## src/hdl/acs_pkg.sv

```systemverilog
// Package for the conversion sequencer: register map, fields, modes, timing.
// Assumes a plain register port with read data one cycle after the strobe.
package acs_pkg;
    localparam int RES_W = 10;
    localparam int CH_W = 5;
    localparam int NUM_CH = 24;
    localparam int ADDR_W = 4;
    localparam int DATA_W = 16;
    // Register offsets (word index)
    localparam logic [3:0] OFS_CTRL = 4'h0;
    localparam logic [3:0] OFS_RESULT = 4'h1;
    localparam logic [3:0] OFS_INJ = 4'h2;
    localparam logic [3:0] OFS_TIMING = 4'h3;
    localparam logic [3:0] OFS_SCAN_LO = 4'h4;
    localparam logic [3:0] OFS_SCAN_HI = 4'h5;
    localparam logic [3:0] OFS_IRQ_STAT = 4'h6;
    localparam logic [3:0] OFS_IRQ_EN = 4'h7;
    localparam logic [3:0] OFS_IRQ_CLR = 4'h8;
    localparam logic [3:0] OFS_STATUS = 4'h9;
    // Control register fields
    localparam int CTRL_CH_LSB = 0;
    localparam int CTRL_MODE_LSB = 5;
    localparam int CTRL_START = 7;
    localparam int CTRL_WAIT_RD = 8;
    localparam int CTRL_OVR_PROT = 9;
    localparam int CTRL_PORT_SEL = 10;
    localparam int CTRL_INJ_REQ = 11;
    localparam int CTRL_INJ_CH_LSB = 12;
    // Timing register fields: sample [7:0], convert [15:8]
    localparam int TIM_SMP_LSB = 0;
    localparam int TIM_CNV_LSB = 8;
    localparam logic [15:0] TIMING_RST = 16'h0404;
    // Interrupt bits
    localparam int IRQ_DONE = 0;
    localparam int IRQ_OVR = 1;
    localparam int IRQ_INJ = 2;
    localparam int IRQ_N = 3;
    // Calibration: worst case 40630 CPU cycles
    localparam int CAL_CYCLES = 40630;
    typedef enum logic [1:0] {
        ACS_M_SINGLE = 2'h0,
        ACS_M_CONT = 2'h1,
        ACS_M_SCAN = 2'h2,
        ACS_M_SCAN_CONT = 2'h3
    } acs_mode_t;
    typedef enum logic [5:0] {
        ACS_CAL = 6'h01,
        ACS_IDLE = 6'h02,
        ACS_SAMPLE = 6'h04,
        ACS_CONVERT = 6'h08,
        ACS_HOLD = 6'h10,
        ACS_NEXT = 6'h20
    } acs_state_t;
    typedef struct packed {
        logic [ADDR_W-1:0] addr;
        logic [DATA_W-1:0] wdata;
        logic wr;
        logic rd;
    } acs_bus_t;
    typedef struct packed {
        logic [CH_W-1:0] ch;
        logic [RES_W-1:0] value;
    } acs_result_t;
endpackage

```

## src/hdl/acs_sequencer.sv

```systemverilog
// Conversion sequencer: calibration, four conversion modes, overrun handling,
// wait-for-read hold and injected conversions for a 10-bit converter.
// Assumes an analog core that samples on sample_en and delivers a result
// on cnv_value when the conversion interval ends.
// Summary of operation
// - Ten-bit results from 24 channels; one bit picks the extra port group.
// - Self-calibration runs after every reset before conversions are accepted.
// - Sample and conversion intervals are set by software.
// - Completion with unread previous result raises an overrun request unless a hold applies.
// - Optional protection holds the next conversion until result is read.
// - Channels not used for conversion stay usable as digital inputs.
// - Single mode converts selected channel once, stores result, stops.
// - Continuous mode converts selected channel repeatedly, storing each result.
// - Scan mode converts each selected channel once in order.
// - Scan continuous mode cycles through selected channels without end.
// - Every completed scan conversion signals an event for transfer.
// - Wait-for-read in a continuous mode buffers the new result and pauses until result read.
// - Injected channel converts between continuous conversions into second register.
// - After injection the continuous mode resumes; a scan restarts from its first channel.
// - Calibration finishes within 40630 CPU clock cycles.
// - Busy flag stays set for all of calibration, clears at end.
// - Calibration runs only after reset, never during operation.
module acs_sequencer
    import acs_pkg::*;
#(
    parameter int CAL_LEN = CAL_CYCLES
) (
    // Clock and reset
    input wire logic core_clk,
    input wire logic rst_b,
    // Register port
    input wire acs_bus_t bus_in,
    output logic [DATA_W-1:0] rdata_q,
    // Analog core
    output logic sample_en,
    output logic [CH_W-1:0] mux_ch,
    output logic port_sel,
    input wire logic [RES_W-1:0] cnv_value,
    // Digital use of analog pins
    input wire logic [NUM_CH-1:0] pin_level,
    output logic [NUM_CH-1:0] digital_in,
    // Events
    output logic conv_event,
    output logic irq
);
    localparam int CAL_W = $clog2(CAL_LEN + 1);

    acs_state_t state_q;
    logic [15:0] ctrl_q;
    logic [15:0] timing_q;
    logic [NUM_CH-1:0] scan_q;
    logic [IRQ_N-1:0] stat_q, en_q;
    acs_result_t result_q, inj_q, temp_q;
    logic unread_q, temp_full_q, inj_active_q, inj_pend_q;
    logic [CAL_W-1:0] cal_cnt_q;
    logic [7:0] tcnt_q;
    logic [CH_W-1:0] cur_ch_q;
    logic busy;
    logic wr_ctrl, rd_result, done_pulse;
    logic [IRQ_N-1:0] set_ev;
    acs_mode_t mode;
    logic cont_mode, scan_mode, last_ch, hold_now;
    logic [CH_W-1:0] nxt_ch;

    assign mode = acs_mode_t'(ctrl_q[CTRL_MODE_LSB +: 2]);
    assign cont_mode = (mode == ACS_M_CONT) || (mode == ACS_M_SCAN_CONT);
    assign scan_mode = (mode == ACS_M_SCAN) || (mode == ACS_M_SCAN_CONT);
    assign busy = (state_q == ACS_CAL);
    assign wr_ctrl = bus_in.wr && (bus_in.addr == OFS_CTRL);
    assign rd_result = bus_in.rd && (bus_in.addr == OFS_RESULT);
    assign done_pulse = (state_q == ACS_CONVERT) && (tcnt_q == 8'h00);
    assign port_sel = ctrl_q[CTRL_PORT_SEL];
    assign sample_en = (state_q == ACS_SAMPLE);
    assign mux_ch = cur_ch_q;
    assign conv_event = done_pulse && !inj_active_q && scan_mode;
    assign irq = |(stat_q & en_q);
    // Hold when overrun protection, or wait-for-read in a continuous mode, finds an unread result
    assign hold_now = unread_q && (ctrl_q[CTRL_OVR_PROT] ||
                      (ctrl_q[CTRL_WAIT_RD] && cont_mode));

    // Digital reading of pins; a channel being sampled reads zero
    genvar gi;
    generate
        for (gi = 0; gi < NUM_CH; gi++) begin : g_dig
            always_ff @(posedge core_clk or negedge rst_b) begin
                if (!rst_b) begin
                    digital_in[gi] <= 1'b0;
                end else begin
                    digital_in[gi] <= pin_level[gi] &&
                        !(sample_en && (cur_ch_q == CH_W'(gi)));
                end
            end
        end
    endgenerate

    // Next selected scan channel, searching downward from the current one
    always_comb begin
        nxt_ch = cur_ch_q;
        last_ch = 1'b1;
        for (int i = NUM_CH - 1; i >= 0; i--) begin
            if (scan_q[i] && (CH_W'(i) < cur_ch_q)) begin
                nxt_ch = CH_W'(i);
                last_ch = 1'b0;
            end
        end
        // Loop picks the lowest; prefer the highest below current
        for (int i = 0; i < NUM_CH; i++) begin
            if (scan_q[i] && (CH_W'(i) < cur_ch_q)) begin
                nxt_ch = CH_W'(i);
            end
        end
    end

    // Software registers; the start bit clears itself once taken
    always_ff @(posedge core_clk or negedge rst_b) begin
        if (!rst_b) begin
            ctrl_q <= 16'h0000;
            timing_q <= TIMING_RST;
            scan_q <= '0;
            en_q <= '0;
        end else begin
            if (wr_ctrl) begin
                ctrl_q <= bus_in.wdata;
            end else if (state_q == ACS_IDLE && ctrl_q[CTRL_START]) begin
                ctrl_q[CTRL_START] <= 1'b0;
            end
            if (inj_pend_q && state_q == ACS_NEXT) begin
                ctrl_q[CTRL_INJ_REQ] <= 1'b0;
            end
            if (bus_in.wr && bus_in.addr == OFS_TIMING) begin
                timing_q <= bus_in.wdata;
            end
            if (bus_in.wr && bus_in.addr == OFS_SCAN_LO) begin
                scan_q[15:0] <= bus_in.wdata;
            end
            if (bus_in.wr && bus_in.addr == OFS_SCAN_HI) begin
                scan_q[NUM_CH-1:16] <= bus_in.wdata[NUM_CH-17:0];
            end
            if (bus_in.wr && bus_in.addr == OFS_IRQ_EN) begin
                en_q <= bus_in.wdata[IRQ_N-1:0];
            end
        end
    end

    // Injection request counts as pending only while a continuous mode is selected
    assign inj_pend_q = ctrl_q[CTRL_INJ_REQ] && cont_mode;

    // Sequencer: calibration, sample, convert, hold, channel step
    always_ff @(posedge core_clk or negedge rst_b) begin
        if (!rst_b) begin
            state_q <= ACS_CAL;
            cal_cnt_q <= '0;
            tcnt_q <= 8'h00;
            cur_ch_q <= '0;
            inj_active_q <= 1'b0;
        end else begin
            unique case (state_q)
                ACS_CAL: begin
                    cal_cnt_q <= cal_cnt_q + CAL_W'(1);
                    if (cal_cnt_q == CAL_W'(CAL_LEN - 1)) begin
                        state_q <= ACS_IDLE;
                    end
                end
                ACS_IDLE: begin
                    if (ctrl_q[CTRL_START]) begin
                        cur_ch_q <= ctrl_q[CTRL_CH_LSB +: CH_W];
                        tcnt_q <= timing_q[TIM_SMP_LSB +: 8];
                        state_q <= ACS_SAMPLE;
                    end
                end
                ACS_SAMPLE: begin
                    if (tcnt_q == 8'h00) begin
                        tcnt_q <= timing_q[TIM_CNV_LSB +: 8];
                        state_q <= ACS_CONVERT;
                    end else begin
                        tcnt_q <= tcnt_q - 8'h01;
                    end
                end
                ACS_CONVERT: begin
                    if (tcnt_q == 8'h00) begin
                        state_q <= (hold_now && !inj_active_q) ? ACS_HOLD : ACS_NEXT;
                    end else begin
                        tcnt_q <= tcnt_q - 8'h01;
                    end
                end
                ACS_HOLD: begin
                    if (!temp_full_q) begin
                        state_q <= ACS_NEXT;
                    end
                end
                ACS_NEXT: begin
                    tcnt_q <= timing_q[TIM_SMP_LSB +: 8];
                    if (inj_active_q) begin
                        inj_active_q <= 1'b0;
                        cur_ch_q <= ctrl_q[CTRL_CH_LSB +: CH_W];
                        state_q <= ACS_SAMPLE;
                    end else if (inj_pend_q) begin
                        inj_active_q <= 1'b1;
                        // Only four control bits remain, so injection reaches channels 0..15
                        cur_ch_q <= {1'b0, ctrl_q[CTRL_INJ_CH_LSB +: CH_W-1]};
                        state_q <= ACS_SAMPLE;
                    end else if (mode == ACS_M_SINGLE) begin
                        state_q <= ACS_IDLE;
                    end else if (mode == ACS_M_CONT) begin
                        state_q <= ACS_SAMPLE;
                    end else if (!last_ch) begin
                        cur_ch_q <= nxt_ch;
                        state_q <= ACS_SAMPLE;
                    end else if (mode == ACS_M_SCAN_CONT) begin
                        cur_ch_q <= ctrl_q[CTRL_CH_LSB +: CH_W];
                        state_q <= ACS_SAMPLE;
                    end else begin
                        state_q <= ACS_IDLE;
                    end
                end
                default: state_q <= ACS_CAL;
            endcase
        end
    end

    // Result registers; a held result waits in the temporary buffer
    always_ff @(posedge core_clk or negedge rst_b) begin
        if (!rst_b) begin
            result_q <= '0;
            inj_q <= '0;
            temp_q <= '0;
            unread_q <= 1'b0;
            temp_full_q <= 1'b0;
        end else begin
            if (done_pulse && inj_active_q) begin
                inj_q <= '{ch: cur_ch_q, value: cnv_value};
            end else if (done_pulse && hold_now) begin
                temp_q <= '{ch: cur_ch_q, value: cnv_value};
                temp_full_q <= 1'b1;
            end else if (done_pulse) begin
                result_q <= '{ch: cur_ch_q, value: cnv_value};
            end
            // Read moves a buffered result up; the new result stays unread
            if (rd_result && temp_full_q) begin
                result_q <= temp_q;
                temp_full_q <= 1'b0;
            end
            if (done_pulse && !inj_active_q && !hold_now) begin
                unread_q <= 1'b1; // set wins over a read in the same cycle
            end else if (rd_result && !temp_full_q) begin
                unread_q <= 1'b0;
            end
        end
    end

    // Sticky status: set wins over a clear in the same cycle
    always_comb begin
        set_ev = '0;
        set_ev[IRQ_DONE] = done_pulse && !inj_active_q;
        set_ev[IRQ_OVR] = done_pulse && !inj_active_q && unread_q && !hold_now;
        set_ev[IRQ_INJ] = done_pulse && inj_active_q;
    end

    always_ff @(posedge core_clk or negedge rst_b) begin
        if (!rst_b) begin
            stat_q <= '0;
        end else begin
            if (bus_in.wr && bus_in.addr == OFS_IRQ_CLR) begin
                stat_q <= (stat_q & ~bus_in.wdata[IRQ_N-1:0]) | set_ev;
            end else begin
                stat_q <= stat_q | set_ev;
            end
        end
    end

    // Read data stands one cycle after the read strobe; unmapped reads zero
    always_ff @(posedge core_clk or negedge rst_b) begin
        if (!rst_b) begin
            rdata_q <= '0;
        end else if (bus_in.rd) begin
            unique case (bus_in.addr)
                OFS_CTRL: rdata_q <= ctrl_q;
                OFS_RESULT: rdata_q <= 16'(result_q);
                OFS_INJ: rdata_q <= 16'(inj_q);
                OFS_TIMING: rdata_q <= timing_q;
                OFS_SCAN_LO: rdata_q <= scan_q[15:0];
                OFS_SCAN_HI: rdata_q <= 16'(scan_q[NUM_CH-1:16]);
                OFS_IRQ_STAT: rdata_q <= 16'(stat_q);
                OFS_IRQ_EN: rdata_q <= 16'(en_q);
                OFS_STATUS: rdata_q <= {13'h0000, temp_full_q, unread_q, busy};
                default: rdata_q <= '0;
            endcase
        end else begin
            rdata_q <= '0;
        end
    end

    AST_BUSY_CAL: assert property (@(posedge core_clk) disable iff (!rst_b)
        $fell(busy) |-> $past(cal_cnt_q) == CAL_W'(CAL_LEN - 1))
        else $error("busy cleared early");
    AST_NO_RECAL: assert property (@(posedge core_clk) disable iff (!rst_b)
        !busy |=> !busy)
        else $error("recalibration seen");
    AST_OVR_SET: assert property (@(posedge core_clk) disable iff (!rst_b)
        set_ev[IRQ_OVR] |=> stat_q[IRQ_OVR])
        else $error("overrun lost");
    AST_HOLD: assert property (@(posedge core_clk) disable iff (!rst_b)
        state_q == ACS_HOLD && temp_full_q |=> state_q == ACS_HOLD)
        else $error("hold left while buffered");
    AST_SINGLE_STOP: assert property (@(posedge core_clk) disable iff (!rst_b)
        state_q == ACS_NEXT && mode == ACS_M_SINGLE && !inj_active_q && !inj_pend_q
        |=> state_q == ACS_IDLE)
        else $error("single mode kept running");
    AST_CONT_AGAIN: assert property (@(posedge core_clk) disable iff (!rst_b)
        state_q == ACS_NEXT && mode == ACS_M_CONT |=> state_q == ACS_SAMPLE)
        else $error("continuous stopped");
    AST_INJ_RESUME: assert property (@(posedge core_clk) disable iff (!rst_b)
        state_q == ACS_NEXT && inj_active_q |=> !inj_active_q && state_q == ACS_SAMPLE)
        else $error("no resume after inject");
    AST_EVENT: assert property (@(posedge core_clk) disable iff (!rst_b)
        conv_event |=> stat_q[IRQ_DONE])
        else $error("scan event lost");
endmodule

```

## config.mk

```make
export PLATFORM = sky130hd
export DESIGN_NAME = acs_sequencer
export DESIGN_NICKNAME = d
export VERILOG_FILES = /design/src/hdl/acs_pkg.sv /design/src/hdl/acs_sequencer.sv
export SDC_FILE = /design/constraint.sdc
export NUM_CORES = 1
export LEC_CHECK = 0
export BUFFER_PORTS_ARGS = -buffer_cell sky130_fd_sc_hd__buf_2
export CAP_MARGIN = 20
export CORE_UTILIZATION = 35
export DETAILED_ROUTE_END_ITERATION = 8
export PLACE_DENSITY = 0.54
export SLEW_MARGIN = 40
export SYNTH_ARGS = -nofsm -noshare
export SYNTH_HDL_FRONTEND = slang
export SYNTH_SLANG_ARGS = --single-unit
export TNS_END_PERCENT = 100
```

## constraint.sdc

```tcl
create_clock -name core_clk -period 2.9 [get_ports core_clk]
set_input_delay 0.29 -clock core_clk [delete_from_list [all_inputs] [get_ports core_clk]]
set_output_delay 0.29 -clock core_clk [all_outputs]
set_load 0.01 [all_outputs]
```

==> metrics.txt <==
Total Negative Setup Slacks 0 ns; Final ANT Viol Nets 0; post-synth top area cell dfrtp_1; placed inst area 9982 um2; Congestion Overflow GR 0; Routed WL per cell 20.47 um; Most Crowded Layer GR met2; Synth area leaders dfrtp_1 (51%), mux2_2 (11%), nand2_1 (3.5%); EDFF count, synth 0; RSZ-0062 raised after global routing no; Min-Delay Path Class in -> reg; die area 26120 um2; Syn Nets 887; Distinct cells, synth 70; core region area 25110 um2; Mapped Area 8919 um2; Placed Instances 1253; Leak 4.631 nW; Setup crit end kind primary output; min Tclk post-route 2.616 ns; CTS buffer count 17; GRT met2 Usage 33.17%; H-tree Lvls 4; Remaining DRCs 0; Cells after Synth 825; critical path cell sequence nor4_1 > nand3_1 > nor3_1 > buf_4 > and2_1 > buf_2; clock latency on the worst-skew pair 0.44 ns; Iter 0 DRT Violations 606; final antenna diode count 0; Die W 161.6 um; number of global-route vias before repair 6960; CTS tree done; total track usage 20.79%; syn avg cell area 10.81 um2; fraction of registers with async set or reset after synthesis 100.0%; Synth-to-Final Area Change 18.55%; worst-path maximum fanout 5; highest clock rate 382.3 MHz; largest net degree at the start of global routing 78; count of final hold-check violations 0; ys flop type dfrtp_1; dpl hpwl 19170 um; setup violators final 0; Max stage delay cell, worst path nor4_1; row count 58; most frequent cells in the layout dfrtp_1 (182), buf_2 (105), mux2_2 (86); Detailed Routing Iterations Pass 1 8; via count 7120; Setup CP Type reg -> out; # IOs 107; register bit total from synthesis 185; Final Non-Filler Cells 1287; Root Driver clkbuf_16; worst slew pin tran 0.7958 ns; Final Max Slew Viols 0; status finished clean; first-pass GRT wire length 40910 um; starting density of the core 35.52%; Port-buffer cells 106; met1 Usage GRT 28.75%; fin crit share 90.20%; final-stage net count 1006; pre-CTS setup slack 0.1158 ns; Critical Path Source Type flop; Worst EP arrival 2.33 ns; Max Cap Viol 0; Post-Route WL 26340 um; overall die height 161.6 um; Design Power 6.196 mW; clk buf depth 2; CTS sink count 185; Worst VDD drop 0.3563 mV; register area share after synthesis 51.95%; share of post-route cells with drive strength above 1 29.36%; Worst Path Required 2.61 ns; post-synth top area share 51.07%; post-route design area 10570 um2; worst slew margin relative to its limit 46.82%; most common cell after layout, fill and taps aside dfrtp_1; Setup WS post-layout 0.2841 ns; critical path's largest stage delay 0.44 ns; Ys Warns 0; met3 Use GR 3.338%; Worst Skew 0.01207 ns; clock transition at the registers of the reported paths 0.07 ns; PD cells 586.1 nW/um2; vias per inst 5.532; GPL Wtd Cong 0.9451; initial antenna violation count 1
-- kinds of logic after synthesis --
group / count (synthesis) / share of synthesized area [%]
compound gates: 209 / 16.29
xor+xnor: 16 / 1.571
fa+ha+maj: 4 / 0.5612
buf+inv: 57 / 2.820
flops: 185 / 51.95
mux: 110 / 13.55
simple gates: 244 / 13.26
-- sequential cells by signal, summed over array words and instances, names as in the netlist --
signal        flops
digital_in       24
scan_q           24
cal_cnt_q        16
ctrl_q           16
rdata_q          16
timing_q         16
inj_q            15
result_q         15
temp_q           15
tcnt_q            8
state_q           6
mux_ch            5
en_q              3
stat_q            3
inj_active_q      1
temp_full_q       1
unread_q          1
-- metrics by stage --
stage               hold WS [ns]  utilization (%)
CTS                      0.04710            42.04
finish                   0.05784            42.11
global route             0.04343            42.11
detailed placement        0.3787            39.75
floorplan              -0.005591                -
global placement          0.3802            39.75
-- path summary, 6_finish.rpt --
kind / end / slack, ns / cells after the start / start
hold reg to reg: result_q[3] / 0.48 / 2 / temp_q[3]
setup reg to reg: mux_ch[3] / 0.29 / 6 / state_q[2]
min in group asynchronous: digital_in[15] / 0.47 / 2 / rst_b
hold / removal: digital_in[14] / 0.06 / 3 / pin_level[14]
setup / recovery: conv_event / 0.28 / 6 / tcnt_q[6]
max in group asynchronous: state_q[0] / 1.68 / 3 / rst_b
-- critical path: cells and delay by family, from the launching register on --
| family | cells | cell delay, ns |
|---|---|---|
| buffers and inverters | 2 | 0.32 |
| and+or+nand+nor | 4 | 1.16 |
| DFF | 1 | 0.41 |
-- repair_timing --
action,in CTS,in global routing
gates resized for setup,0,1
hold endpoints to repair,71,0
buffers inserted,0,1
hold buffers,1,0
endpoints found under the setup margin,0,7
-- synth_stat cells (all sizes together), types with 14 or more instances --
library cell	n
a21boi	16
nand3	16
nor3	16
buf	14
a22oi	17
mux2	86
a222oi	15
nand2	84
nor2	59
o21ai	57
a21oi	26
dfrtp	182
mux2i	24
clkbuf	31
-- layout make-up --
cell class / count / area [um2]
fill: 2487 / 14540
sequential: 185 / 4633
multi-input combinational: 583 / 4070
timing repair buffer: 145 / 847.1
clock buffer: 22 / 454.2
tap: 330 / 412.9
clock inverter: 10 / 110.1
inverter: 12 / 45.04
-- metal layers --
metal	vias up	share of wire [%]
li1	3295	-
met5	-	0
met4	0	1.9
met1	3584	46
met3	30	5.4
met2	211	46
-- report_power, final --
| part | total, mW | switching (mW) | internal (mW) |
|---|---|---|---|
| Combinational | 0.655 | 0.315 | 0.340 |
| Clock | 2.29 | 1.06 | 1.23 |
| Sequential | 3.25 | 0.365 | 2.88 |
| Total | 6.20 | 1.74 | 4.45 |
Note: power is estimated with default switching activity, not from simulation.
